==> src/rtl/atu_pkg.sv <==
// constants, field layout and phase type for the six-channel transfer unit
// assumes one 100 MHz clock (CLOCK) and a store that answers reads in the same cycle as the request
package atu_pkg;
   localparam int          NCH          = 6;     // channels per unit
   localparam int          NEXT         = 12;    // interrupt extension inputs
   // instruction codes for the first unit
   localparam logic [12:0] OP_INIT      = 13'h14A0;  // 5280: initiate channel 1
   localparam logic [12:0] OP_TERM      = 13'h14C0;  // 5312: terminate channel 1
   localparam logic [12:0] OP_MSET      = 13'h1480;  // 5248: allow extension inputs
   localparam logic [12:0] OP_MCLR      = 13'h1481;  // 5249: prohibit extension inputs
   localparam logic [12:0] OP_RAW       = 13'h0480;  // 1152: raw extension inputs
   localparam logic [12:0] OP_WHO       = 13'h0481;  // 1153: lowest active input number
   localparam logic [12:0] OP_RDADDR    = 13'h04A0;  // 1184: address register channel 1
   localparam logic [12:0] OP_RDCNT     = 13'h04C0;  // 1216: count register channel 1
   localparam int          UNIT_OP_SH   = 3;     // code step of 8 per unit
   // store locations
   localparam logic [16:0] ST_BASE      = 17'h00020;  // channel 1 data pointer
   localparam int          UNIT_ST_SH   = 5;     // 32 words per unit
   localparam int          CH_ST_SH     = 2;     // 4 words per channel
   localparam logic [16:0] OFF_CNT      = 17'h00001;
   localparam logic [16:0] OFF_CPTR     = 17'h00002;
   localparam logic [16:0] OFF_STAT     = 17'h00003;
   // field positions (store bit n is index n-1)
   localparam int          AD_DIR       = 17;    // one = output
   localparam int          CNT_CTRL_LO  = 12;
   localparam int          CNT_CTRL_HI  = 13;
   localparam int          CNT_CYC      = 14;
   localparam int          CNT_STAT     = 15;
   localparam logic [11:0] CNT_ONE      = 12'h001;
   localparam logic [1:0]  CTRL_NONE    = 2'h0;

   // per-channel sequence phase
   typedef enum logic [3:0] {
      PH_IDLE, PH_INITC, PH_INITA, PH_CTRL, PH_LOADP, PH_DATA, PH_RELOAD, PH_STAT, PH_END
   } atu_phase_t;
endpackage

==> src/rtl/atu_unit.sv <==
// six-channel cycle-stealing transfer unit
// assumes a store that returns read data while MEM_REQ stands (cycle after the grant); peripheral pins are asynchronous
module atu_unit (
   input  wire logic                 CLOCK,       // 100 MHz store clock
   input  wire logic                 RST,         // asynchronous reset, active high
   input  wire logic [12:0]          ADDR,        // instruction code
   input  wire logic [17:0]          WDATA,       // accumulator in
   input  wire logic                 WR,          // instruction write strobe
   input  wire logic                 RD,          // readback strobe
   output logic      [17:0]          RDATA,       // accumulator out, cycle after RD
   output logic                      MEM_REQ,     // store request, one cycle
   output logic                      MEM_WE,      // store write
   output logic      [16:0]          MEM_ADDR,    // store address
   output logic      [17:0]          MEM_WDATA,   // store write data
   input  wire logic [17:0]          MEM_RDATA,   // store read data, in the MEM_REQ cycle
   input  wire logic [1:0]           UNIT_SEL,    // unit number strap, 0..3
   input  wire logic [5:0]           DATA_RDY,    // data ready per channel
   input  wire logic [5:0]           CTRL_RDY,    // control ready per channel
   input  wire logic [5:0]           REPLY,       // reply per channel
   input  wire logic [5:0][17:0]     DIN,         // data in per channel
   output logic      [5:0][17:0]     DOUT,        // output data register per channel
   output logic      [5:0]           OSEL,        // output select
   output logic      [5:0]           ISEL,        // input select
   output logic      [5:0]           ADDR1,       // address line 1
   output logic      [9:0]           ADDR_HI,     // address lines 2-11
   output logic      [5:0]           LAST,        // last word
   output logic      [5:0]           PRST,        // channel reset pulse
   output logic      [5:0]           INT_CH,      // channel interrupt requests
   input  wire logic [11:0]          EXT_IN,      // interrupt extension inputs
   output logic                      INT_OUT      // masked extension interrupt
);
   typedef struct packed {
      atu_pkg::atu_phase_t [5:0] phase;
      logic [5:0][17:0] addr, cnt, dout, din1, din2;
      logic [5:0]       osel, isel, a1, last, prst, intr, term, wait_rel;
      logic [5:0]       drdy1, drdy2, crdy1, crdy2, rep1, rep2;
      logic [11:0]      ext1, ext2, mask;
      logic [1:0]       unit1, unit2;
      logic [9:0]       a_hi;
      logic             int_out, busy, mem_req, mem_we;
      logic [2:0]       gch;
      logic [16:0]      mem_addr;
      logic [17:0]      mem_wdata, rdata;
   } atu_state_t;

   atu_state_t  q_ff, nxt_q;
   logic [5:0]  req, rdy, free, init_hit, term_hit;
   logic [12:0] code, idx;
   logic        is_mset, is_mclr, is_raw, found;
   logic [2:0]  g, win;
   logic [16:0] pb;
   logic [11:0] cdec;
   logic        endterm;
   logic        data_fin;
   logic [16:0] fin_addr;
   logic [11:0] fin_cnt;

   // base store location of a channel for this unit
   function automatic logic [16:0] pbase(input logic [1:0] u, input logic [2:0] c);
      return atu_pkg::ST_BASE + (17'(u) << atu_pkg::UNIT_ST_SH) + (17'(c) << atu_pkg::CH_ST_SH);
   endfunction

   // ==========================================================
   // next-state logic
   always_comb begin
      nxt_q    = q_ff;
      req      = '0;
      rdy      = '0;
      free     = '0;
      init_hit = '0;
      term_hit = '0;
      found    = 1'b0;
      win      = 3'h0;
      pb       = 17'h00000;
      cdec     = 12'h000;
      endterm  = 1'b0;
      g        = q_ff.gch;
      // two-flop synchronisers for the peripheral pins, the extension inputs and the strap
      nxt_q.drdy1 = DATA_RDY;
      nxt_q.drdy2 = q_ff.drdy1;
      nxt_q.crdy1 = CTRL_RDY;
      nxt_q.crdy2 = q_ff.crdy1;
      nxt_q.rep1  = REPLY;
      nxt_q.rep2  = q_ff.rep1;
      nxt_q.din1  = DIN;
      nxt_q.din2  = q_ff.din1;
      nxt_q.ext1  = EXT_IN;
      nxt_q.ext2  = q_ff.ext1;
      nxt_q.unit1 = UNIT_SEL;
      nxt_q.unit2 = q_ff.unit1;
      nxt_q.prst    = '0;
      nxt_q.rdata   = 18'h00000;
      nxt_q.mem_req = 1'b0;
      nxt_q.mem_we  = 1'b0;
      nxt_q.a_hi    = 10'h000;
      nxt_q.int_out = |(q_ff.ext2 & q_ff.mask);

      // per-channel peripheral handshake and request decode
      for (int i = 0; i < atu_pkg::NCH; i++) begin
         if (q_ff.osel[i] && q_ff.rep2[i]) begin
            nxt_q.osel[i]     = 1'b0;
            nxt_q.wait_rel[i] = 1'b1;
         end
         if (q_ff.wait_rel[i] && !q_ff.rep2[i])
            nxt_q.wait_rel[i] = 1'b0;
         rdy[i]  = q_ff.drdy2[i] | q_ff.crdy2[i];
         free[i] = !q_ff.osel[i] && !q_ff.isel[i] && !q_ff.wait_rel[i];
         case (q_ff.phase[i])
            atu_pkg::PH_INITC, atu_pkg::PH_INITA, atu_pkg::PH_LOADP, atu_pkg::PH_RELOAD:
               req[i] = 1'b1;
            atu_pkg::PH_CTRL:
               req[i] = rdy[i] && free[i];
            atu_pkg::PH_DATA: begin
               if (q_ff.crdy2[i] && free[i])
                  nxt_q.term[i] = 1'b1;
               if (q_ff.addr[i][atu_pkg::AD_DIR]) begin
                  req[i] = rdy[i] && free[i];
               end else begin
                  req[i] = q_ff.isel[i] && q_ff.rep2[i];
                  if (rdy[i] && free[i]) begin
                     nxt_q.isel[i] = 1'b1;
                     nxt_q.a1[i]   = 1'b0;
                     nxt_q.last[i] = (q_ff.cnt[i][11:0] == atu_pkg::CNT_ONE) || q_ff.term[i] ||
                                     q_ff.crdy2[i];
                  end
               end
            end
            atu_pkg::PH_STAT: begin
               req[i] = q_ff.isel[i] && q_ff.rep2[i];
               if (rdy[i] && free[i] && !q_ff.isel[i]) begin
                  nxt_q.isel[i] = 1'b1;
                  nxt_q.a1[i]   = 1'b1;
                  nxt_q.last[i] = 1'b0;
               end
            end
            atu_pkg::PH_END:
               if (rdy[i] && free[i]) begin
                  nxt_q.intr[i]  = 1'b1;
                  nxt_q.phase[i] = atu_pkg::PH_IDLE;
               end
            default: ;
         endcase
      end

      // ==========================================================
      // store cycle: grant on an idle cycle, finish on the busy one
      if (!q_ff.busy) begin
         for (int i = atu_pkg::NCH - 1; i >= 0; i--)
            if (req[i]) begin
               found = 1'b1;
               win   = 3'(i);
            end
         if (found) begin
            pb              = pbase(q_ff.unit2, win);
            nxt_q.busy      = 1'b1;
            nxt_q.mem_req   = 1'b1;
            nxt_q.gch       = win;
            nxt_q.mem_wdata = q_ff.din2[win];
            case (q_ff.phase[win])
               atu_pkg::PH_INITC, atu_pkg::PH_RELOAD:
                  nxt_q.mem_addr = pb + atu_pkg::OFF_CNT;
               atu_pkg::PH_INITA:
                  nxt_q.mem_addr = (q_ff.cnt[win][atu_pkg::CNT_CTRL_HI:atu_pkg::CNT_CTRL_LO] ==
                                    atu_pkg::CTRL_NONE) ? pb : pb + atu_pkg::OFF_CPTR;
               atu_pkg::PH_LOADP:
                  nxt_q.mem_addr = pb;
               atu_pkg::PH_STAT: begin
                  nxt_q.mem_addr = pb + atu_pkg::OFF_STAT;
                  nxt_q.mem_we   = 1'b1;
               end
               atu_pkg::PH_DATA: begin
                  nxt_q.mem_addr = q_ff.addr[win][16:0];
                  nxt_q.mem_we   = !q_ff.addr[win][atu_pkg::AD_DIR];
               end
               default:
                  nxt_q.mem_addr = q_ff.addr[win][16:0];
            endcase
         end
      end else begin
         nxt_q.busy = 1'b0;
         pb         = pbase(q_ff.unit2, g);
         cdec       = q_ff.cnt[g][11:0] - 12'h001;
         case (q_ff.phase[g])
            atu_pkg::PH_INITC: begin
               nxt_q.cnt[g]   = MEM_RDATA;
               nxt_q.phase[g] = atu_pkg::PH_INITA;
            end
            atu_pkg::PH_INITA, atu_pkg::PH_LOADP: begin
               nxt_q.addr[g] = MEM_RDATA;
               if (q_ff.phase[g] == atu_pkg::PH_INITA &&
                   q_ff.cnt[g][atu_pkg::CNT_CTRL_HI:atu_pkg::CNT_CTRL_LO] != atu_pkg::CTRL_NONE) begin
                  nxt_q.phase[g] = atu_pkg::PH_CTRL;
               end else if (q_ff.cnt[g][11:0] == 12'h000) begin
                  nxt_q.cnt[g][atu_pkg::CNT_CYC]  = 1'b0;
                  nxt_q.cnt[g][atu_pkg::CNT_STAT] = 1'b0;
                  nxt_q.phase[g] = atu_pkg::PH_END;
               end else begin
                  nxt_q.phase[g] = atu_pkg::PH_DATA;
               end
            end
            atu_pkg::PH_CTRL: begin
               nxt_q.dout[g]  = MEM_RDATA;
               nxt_q.osel[g]  = 1'b1;
               nxt_q.a1[g]    = 1'b1;
               nxt_q.last[g]  = 1'b0;
               nxt_q.addr[g][16:0] = q_ff.addr[g][16:0] + 17'h00001;
               nxt_q.cnt[g][atu_pkg::CNT_CTRL_HI:atu_pkg::CNT_CTRL_LO] =
                  q_ff.cnt[g][atu_pkg::CNT_CTRL_HI:atu_pkg::CNT_CTRL_LO] - 2'h1;
               if (q_ff.cnt[g][atu_pkg::CNT_CTRL_HI:atu_pkg::CNT_CTRL_LO] == 2'h1)
                  nxt_q.phase[g] = atu_pkg::PH_LOADP;
            end
            atu_pkg::PH_DATA: begin
               endterm = q_ff.term[g];
               if (q_ff.addr[g][atu_pkg::AD_DIR]) begin
                  nxt_q.dout[g] = MEM_RDATA;
                  nxt_q.osel[g] = 1'b1;
                  nxt_q.a1[g]   = 1'b0;
                  nxt_q.last[g] = (cdec == 12'h000) || endterm;
               end else begin
                  nxt_q.isel[g]     = 1'b0;
                  nxt_q.wait_rel[g] = 1'b1;
               end
               nxt_q.addr[g][16:0] = q_ff.addr[g][16:0] + 17'h00001;
               nxt_q.cnt[g][11:0]  = cdec;
               if (endterm) begin
                  nxt_q.term[g] = 1'b0;
                  nxt_q.cnt[g][atu_pkg::CNT_CYC] = 1'b0;
                  nxt_q.phase[g] = q_ff.cnt[g][atu_pkg::CNT_STAT] ? atu_pkg::PH_STAT : atu_pkg::PH_END;
               end else if (cdec == 12'h000) begin
                  if (q_ff.cnt[g][atu_pkg::CNT_CYC])
                     nxt_q.phase[g] = atu_pkg::PH_RELOAD;
                  else if (q_ff.cnt[g][atu_pkg::CNT_STAT])
                     nxt_q.phase[g] = atu_pkg::PH_STAT;
                  else
                     nxt_q.phase[g] = atu_pkg::PH_END;
               end
            end
            atu_pkg::PH_RELOAD: begin
               nxt_q.cnt[g]   = MEM_RDATA;
               nxt_q.phase[g] = atu_pkg::PH_LOADP;
            end
            atu_pkg::PH_STAT: begin
               nxt_q.isel[g]     = 1'b0;
               nxt_q.wait_rel[g] = 1'b1;
               nxt_q.phase[g]    = atu_pkg::PH_END;
            end
            default: ;
         endcase
      end

      // ==========================================================
      // instruction decode; applied last so it overrides a finishing grant
      code    = ADDR - 13'({q_ff.unit2, 3'h0});
      is_mset = WR && code == atu_pkg::OP_MSET;
      is_mclr = WR && code == atu_pkg::OP_MCLR;
      is_raw  = RD && code == atu_pkg::OP_RAW;
      if (is_mset)
         nxt_q.mask = q_ff.mask | WDATA[11:0];
      if (is_mclr)
         nxt_q.mask = q_ff.mask & ~WDATA[11:0];
      idx = code - atu_pkg::OP_INIT;
      if (WR && idx < 13'(atu_pkg::NCH))
         init_hit[idx[2:0]] = 1'b1;
      idx = code - atu_pkg::OP_TERM;
      if (WR && idx < 13'(atu_pkg::NCH))
         term_hit[idx[2:0]] = 1'b1;
      for (int i = 0; i < atu_pkg::NCH; i++) begin
         if (init_hit[i]) begin
            nxt_q.phase[i]    = atu_pkg::PH_INITC;
            nxt_q.intr[i]     = 1'b0;
            nxt_q.term[i]     = 1'b0;
            nxt_q.osel[i]     = 1'b0;
            nxt_q.isel[i]     = 1'b0;
            nxt_q.last[i]     = 1'b0;
         end
         if (term_hit[i]) begin
            nxt_q.phase[i] = atu_pkg::PH_IDLE;
            nxt_q.prst[i]  = 1'b1;
            nxt_q.osel[i]  = 1'b0;
            nxt_q.isel[i]  = 1'b0;
            nxt_q.last[i]  = 1'b0;
            nxt_q.term[i]  = 1'b0;
         end
      end
      // readback; unknown codes read zero and change nothing
      if (is_raw)
         nxt_q.rdata = {6'h00, q_ff.ext2};
      if (RD && code == atu_pkg::OP_WHO)
         for (int i = atu_pkg::NEXT - 1; i >= 0; i--)
            if (q_ff.ext2[i] && q_ff.mask[i])
               nxt_q.rdata = {14'h0000, 4'(i + 1)};
      idx = code - atu_pkg::OP_RDADDR;
      if (RD && idx < 13'(atu_pkg::NCH))
         nxt_q.rdata = q_ff.addr[idx[2:0]];
      idx = code - atu_pkg::OP_RDCNT;
      if (RD && idx < 13'(atu_pkg::NCH))
         nxt_q.rdata = q_ff.cnt[idx[2:0]];
   end

   // state register
   always_ff @(posedge CLOCK or posedge RST) begin
      if (RST)
         q_ff <= '0;
      else
         q_ff <= nxt_q;
   end

   // outputs straight from the state register
   assign RDATA     = q_ff.rdata;
   assign MEM_REQ   = q_ff.mem_req;
   assign MEM_WE    = q_ff.mem_we;
   assign MEM_ADDR  = q_ff.mem_addr;
   assign MEM_WDATA = q_ff.mem_wdata;
   assign DOUT      = q_ff.dout;
   assign OSEL      = q_ff.osel;
   assign ISEL      = q_ff.isel;
   assign ADDR1     = q_ff.a1;
   assign ADDR_HI   = q_ff.a_hi;
   assign LAST      = q_ff.last;
   assign PRST      = q_ff.prst;
   assign INT_CH    = q_ff.intr;
   assign INT_OUT   = q_ff.int_out;

   // channel finishing a store cycle, seen by the step checks below
   assign data_fin = q_ff.busy && q_ff.phase[q_ff.gch] == atu_pkg::PH_DATA;
   assign fin_addr = q_ff.addr[q_ff.gch][16:0];
   assign fin_cnt  = q_ff.cnt[q_ff.gch][11:0];
endmodule // atu_unit
==> config.mk <==
export PLATFORM = sky130hd
export DESIGN_NAME = atu_unit
export DESIGN_NICKNAME = d
export VERILOG_FILES = /design/src/rtl/atu_pkg.sv /design/src/rtl/atu_unit.sv
export SDC_FILE = /design/constraint.sdc
export NUM_CORES = 2
export LEC_CHECK = 0
export ABC_AREA = 1
export BUFFER_PORTS_ARGS = -buffer_cell sky130_fd_sc_hd__buf_2
export CAP_MARGIN = 25
export CELL_PAD_IN_SITES_DETAIL_PLACEMENT = 1
export CELL_PAD_IN_SITES_GLOBAL_PLACEMENT = 2
export CORE_ASPECT_RATIO = 2
export CORE_MARGIN = 4
export CORE_UTILIZATION = 35
export DETAILED_ROUTE_END_ITERATION = 10
export PLACE_DENSITY = 0.84
export SYNTH_ARGS = -nofsm -noshare
export SYNTH_HDL_FRONTEND = slang
export SYNTH_SLANG_ARGS = --single-unit
export TNS_END_PERCENT = 30
==> constraint.sdc <==
create_clock -name CLOCK -period 32.6 [get_ports CLOCK]
set_input_delay 8.15 -clock CLOCK [delete_from_list [all_inputs] [get_ports CLOCK]]
set_output_delay 8.15 -clock CLOCK [all_outputs]
set_load 0.01 [all_outputs]
Word-level counts from Yosys, hierarchy flattened
Index checks and enable logic that the tools add are counted.

word-level totals
  bits in registers = 748
  bits of input ports = 193
  output and inout bits = 210
  word-level logic and storage cells = 692

cells by class
  add/sub/neg operators = 13
  $lt $le $gt $ge = 13
  equal/unequal tests = 75
  mux-type cells = 327
  bitwise logic cells = 45
  reduce and logical (&&, ||, !) cells = 151

operator list
  kind                   number
  $bwmux W108            6
  $mux W108              4
  $pmux W108 S2          2
  $pmux W108 S4          1
  $bmux W18 S3           7
  $mux W18               21
  $mux W348              1
  $and A108 B108 Y108    3
  $demux W18 S3          6
  $not A108 Y108         2
  $mux W24               8
  $mux W1                174
  $pmux W24 S6           1
  $eq A4 B3 Y1 const B   32
  $mux W4                28
  $eq A12 B1 Y1 const B  6
  $logic_and A1 B1 Y1    72
  $mux W12               6
  $pmux W17 S4           1
  $and A12 B12 Y12       5
  $eq A4 B2 Y1 const B   15
  $and A18 B18 Y18       3
  $not A18 Y18           3
  $lt A13 B3 Y1 const B  4
  other kinds (55)       213

Logic depth before layout (Yosys ltp)
  depth in word-level cells = 20
  mapped depth = 27

Least setup slack after synthesis
Ideal clock, no wire load.

  kind = input-to-reg
  start point = in ADDR[3]
  end point = reg q_ff (netlist bit RDATA[17])
  library setup time = 136 ps
  arrival = 10917 ps
  data required time = 32464 ps
  slack = 21548 ps
  cell stages on the path = 18
  buffers on the path = 2
  cells stage by stage = inv_1 -> ha_1 -> fa_1 -> nand2_1 -> o21ai_0 -> o21a_1 -> inv_1 -> ha_1 -> inv_1 -> o211ai_1 -> xor2_1 -> or2_2 -> nor2_1 -> inv_1 -> clkbuf_1 -> clkbuf_1 -> nand3_1 -> o21ai_0

RTL lines
  what                  RTL line         text
  from (decl)           atu_unit.sv:6    input wire logic [12:0] ADDR,
  to (signal assigned)  atu_unit.sv:305  q_ff <= nxt_q;
  to (decl)             atu_unit.sv:46   atu_state_t q_ff, nxt_q;

==> summary.txt <==
Outcome
  – Status: completed

Clocking
  – Clock transition time at the flip-flop clock pins of the worst setup and hold paths: 0.06 ns
  – Number of buffers added by the clock tree synthesis step: 74
  – Clock tree from TritonCTS: built
  – Buffer depth of the longest clock path: 3
  – CTS Sinks: 747
  – Resized cells post-CTS: 0
  – Post-CTS Hold Buffers: 0
  – Clock Tree Root: clkbuf_16
  – Post-CTS setup repair buffer count: 0
  – Clk Latency, worst-skew pair: 0.69 ns
  – H-tree depth reported by CTS: 3

GRT
  – Global routing usage summed across all routing layers: 0.276
  – Antenna violations before repair: 7
  – Vias in the first global route: 38100
  – Overflow left after global routing: 0
  – Largest net degree at the start of global routing: 142
  – Wire length of the first global-routing pass: 242000 um

STA
  – Unrepaired setup endpoints after global routing: false
  – Share of the clock period used by the worst path after layout: 0.369
  – Maximum clock skew at final layout: 0.0195 ns
  – Worst slew margin relative to its limit: 0.238
  – Least setup slack across all paths after layout: 20.57 ns
  – FMAX: 83.1 MHz
  – Final Hold Vio Count: 0
  – Setup TNS: 0 ns
  – Finish-stage setup viols: 0
  – Actual transition at the worst max-transition pin: 1.13 ns
  – Final period demand of the worst path: 12.03 ns
  – Final-report max-slew violation count: 0

Worst setup path
  – Type of the worst setup path: primary input to flip-flop
  – Timing startpoint of the critical path: ADDR[3]
  – Sum of buffers and inverters on the critical path: 4
  – Cell class contributing the biggest share of worst-path delay: simple AND/OR/NAND/NOR gates
  – Depth of the worst register-to-register path: 21
  – Required time worst endpoint: 33.10 ns
  – WP depth: 17
  – Critical Path AT: 12.54 ns
  – Worst-case register-to-register setup slack: 26.03 ns
  – Highest-delay cell along the critical path: nor2_1
  – Slowest cell delay on critical path: 0.79 ns
  – Critical Path Sink: RDATA[15]
  – Largest fanout on the critical path: 22
  – Type of destination of the critical path: flip-flop
  – Most common cell on crit path: nor2_1
  – Chain of cells forming the critical path: buf_2 > inv_1 > ha_1 > fa_1 > nand2_1 > nor2_1 > nand3_1 > nand2_1 > nor2_1 > nand3_1 > o21ai_0 > xor2_1 > nand4_1 > nor2_1 > inv_1 > buf_4 > o21ai_0
  – Critical path launch point type: primary input
  – Reg2Reg Launch Point: g[2]

Power and ir drop
  – Static power due to leakage: 0.0201 uW
  – Switching part of the total power: 0.514
  – Switching power total: 2550 uW
  – Flop pwr share: 0.278
  – Design internal power: 2410 uW
  – Clock group share of total power: 0.190
  – Max VDD drop: 116 uV
  – Total power density per cell area: 116 nW/um^2
  – Logic pwr share: 0.532

Place
  – Port Buffer Count: 386
  – Routability Congestion: 0.968
  – Worst setup slack after placement: 19.93 ns
  – HPWL reported at the end of detailed placement: 115000 um

Drt
  – Number of iterations in the first detailed-routing pass: 5
  – Antenna Violating Nets Remaining: 0
  – Drt drc: 0
  – Detailed-route via count: 36000
  – WL/cell: 26.0 um
  – Final WL: 164000 um
  – Via density: 5.70
  – Number of DRC violations after detailed-routing iteration 0: 2457

Synthesis
  – Number of warnings issued by yosys: 0
  – Post-synth EDFFs: 0
  – Synthesized flop and latch total: 747
  – Sequential element share of the synthesized area: 0.487
  – Post-synthesis instance total: 4781
  – Distinct cells, synth: 65
  – Most frequently used flop master after synthesis: dfrtp_1
  – Area of the mapped netlist: 38400 um^2
  – Synthesized area per cell: 8.02 um^2
  – Fraction of registers with async set/reset: 1.00

Floorplanning
  – Initial Utilization: 0.353
  – # rows: 171
  – Horizontal die dimension: 242 um
  – Die Y-Extent: 476 um
  – Die outline area: 115000 um^2
  – Area of the placeable core: 109000 um^2
  – Ports placed on the boundary: 403

Layout
  – Number of nets at the end of the flow: 5066
  – Fill cell count: 13100
  – Layout cells sized above 1: 0.141
  – Area growth from synthesis to layout: 11.4%

Worst hold path
  – Path category of the worst min-delay check: flip-flop to flip-flop

Job
  – Max Cap Violations: 0
stage by stage:
stage / hold WS, ns / util / std cells / instance area, um^2 / power [uW]
2_1_floorplan: 0.331 / - / 4790 / 38400 / 3070
3_3_place_gp: 0.332 / 0.368 / 6164 / 40000 / 3900
3_5_place_dp: 0.336 / 0.368 / 6165 / 40000 / 3990
4_1_cts: 0.347 / 0.392 / 6297 / 42600 / 4950
5_1_grt: 0.350 / 0.393 / 6304 / 42700 / 5270
6_report: 0.343 / 0.393 / 6306 / 42700 / 4960
Yosys cell counts, drive strengths merged, types with 4 or more instances:
master | n | area, um^2
or2 | 6 | 37.5
o31ai | 13 | 97.6
buf | 287 | 1980
a31oi | 32 | 200
o21a | 6 | 45.0
a211oi | 21 | 158
mux2i | 12 | 120
xor2 | 8 | 70.1
inv | 465 | 1750
o21bai | 7 | 52.6
o211ai | 35 | 268
o311ai | 5 | 43.8
nand4 | 31 | 194
clkbuf | 177 | 666
nor4 | 19 | 119
nand3 | 202 | 1020
o22ai | 202 | 1260
nor2 | 442 | 1790
a22oi | 25 | 188
a21oi | 228 | 1160
o221ai | 13 | 114
o21ai | 787 | 3940
nor3 | 96 | 546
nand2 | 850 | 3310
clkinv | 11 | 41.3
nand3b | 5 | 37.5
o41ai | 8 | 70.1
ha | 10 | 125
dfrtp | 747 | 18700
a221oi | 4 | 35.0
area by class of cell:
| type | count | area [um^2] | area share |
|---|---|---|---|
| multi-input combinational | 3103 | 15300 | 0.358 |
| antenna | 4 | 10.0 | 0.000234 |
| sequential | 747 | 18700 | 0.437 |
| clock inverter | 36 | 487 | 0.0114 |
| timing repair buffer | 460 | 2570 | 0.0603 |
| inverter | 476 | 1800 | 0.0421 |
| clock buffer | 96 | 2120 | 0.0495 |
| tap | 1384 | 1730 | 0.0405 |
kinds of logic after synthesis:
kind of cell,count (synthesis),synth area share
flip-flops,747,0.487
adder cells (fa/ha/maj),11,0.00378
AO/OA/AOI/OAI,1406,0.204
buffers and inverters,940,0.116
multiplexers,12,0.00313
XOR/XNOR,11,0.00251
other,1,0.0000978
AND/OR/NAND/NOR,1653,0.184
how the worst min path moves through the flow:
stage	depth (start not counted)	to	slack, ns	from
2_1_floorplan	0	q_ff[110]	0.33	nxt_q[110]
3_3_place_gp	0	q_ff[194]	0.33	nxt_q[194]
3_5_place_dp	0	q_ff[271]	0.34	nxt_q[271]
4_1_cts	0	q_ff[222]	0.35	nxt_q[222]
5_1_grt	0	q_ff[90]	0.35	nxt_q[90]
6_report	0	q_ff[90]	0.34	nxt_q[90]
power groups by stage:
stage / sequential, uW / combinational [uW] / clock [uW]
after CTS: 1370 / 2610 / 963
after global placement: 1380 / 2520 / 0
after global routing: 1400 / 2870 / 1000
after detailed placement: 1390 / 2600 / 0
after floorplan: 1300 / 1770 / 0
final: 1380 / 2640 / 939
layout by cell type (no fill, tap or decap), types with 14 or more instances in the layout:
| cell type | Yosys | final |
|---|---|---|
| nor3_1 | 88 | 85 |
| buf_2 | 49 | 386 |
| a21oi_1 | 225 | 225 |
| buf_4 | 213 | 68 |
| clkbuf_8 | 0 | 14 |
| inv_2 | 23 | 31 |
| inv_1 | 440 | 433 |
| nand2_1 | 827 | 824 |
| o21ai_1 | 97 | 97 |
| a22oi_1 | 25 | 25 |
| nand3_1 | 201 | 201 |
| nor2_1 | 422 | 422 |
| a211oi_1 | 21 | 21 |
| nand4_1 | 31 | 31 |
| o22ai_1 | 202 | 202 |
| o21ai_0 | 690 | 690 |
| clkbuf_16 | 0 | 76 |
| dfrtp_1 | 747 | 747 |
| a31oi_1 | 32 | 32 |
| o211ai_1 | 34 | 34 |
| nor4_1 | 19 | 18 |
routing by layer:
metal  up-vias  GRT usage  routed length (um)
li1      16000          -                   -
met1     17900      0.289               58100
met2      1470      0.488               81600
met3       568     0.0522                9850
met4         0      0.210               14300
met5         -          0                   0
worst reg2reg max path, stage by stage, from the launching register on:
cell and delay [ns]:
dfrtp_1 0.36, buf_4 0.20, inv_2 0.14, nor2_2 0.07, nand2_4 0.53, buf_4 0.68, inv_2 0.47, buf_4 0.35
a21oi_1 0.18, nand2_1 0.10, nor2_2 0.21, nand2_1 0.18, nor3_4 0.30, nand2_1 0.17, nor3_4 0.38, inv_2 0.07
nand2_2 0.18, nand2_4 0.18, nor2_8 0.49, nand2_4 0.27, inv_4 0.62, o22ai_1 0.27
No activity file was read; power rests on OpenSTA's default activity.
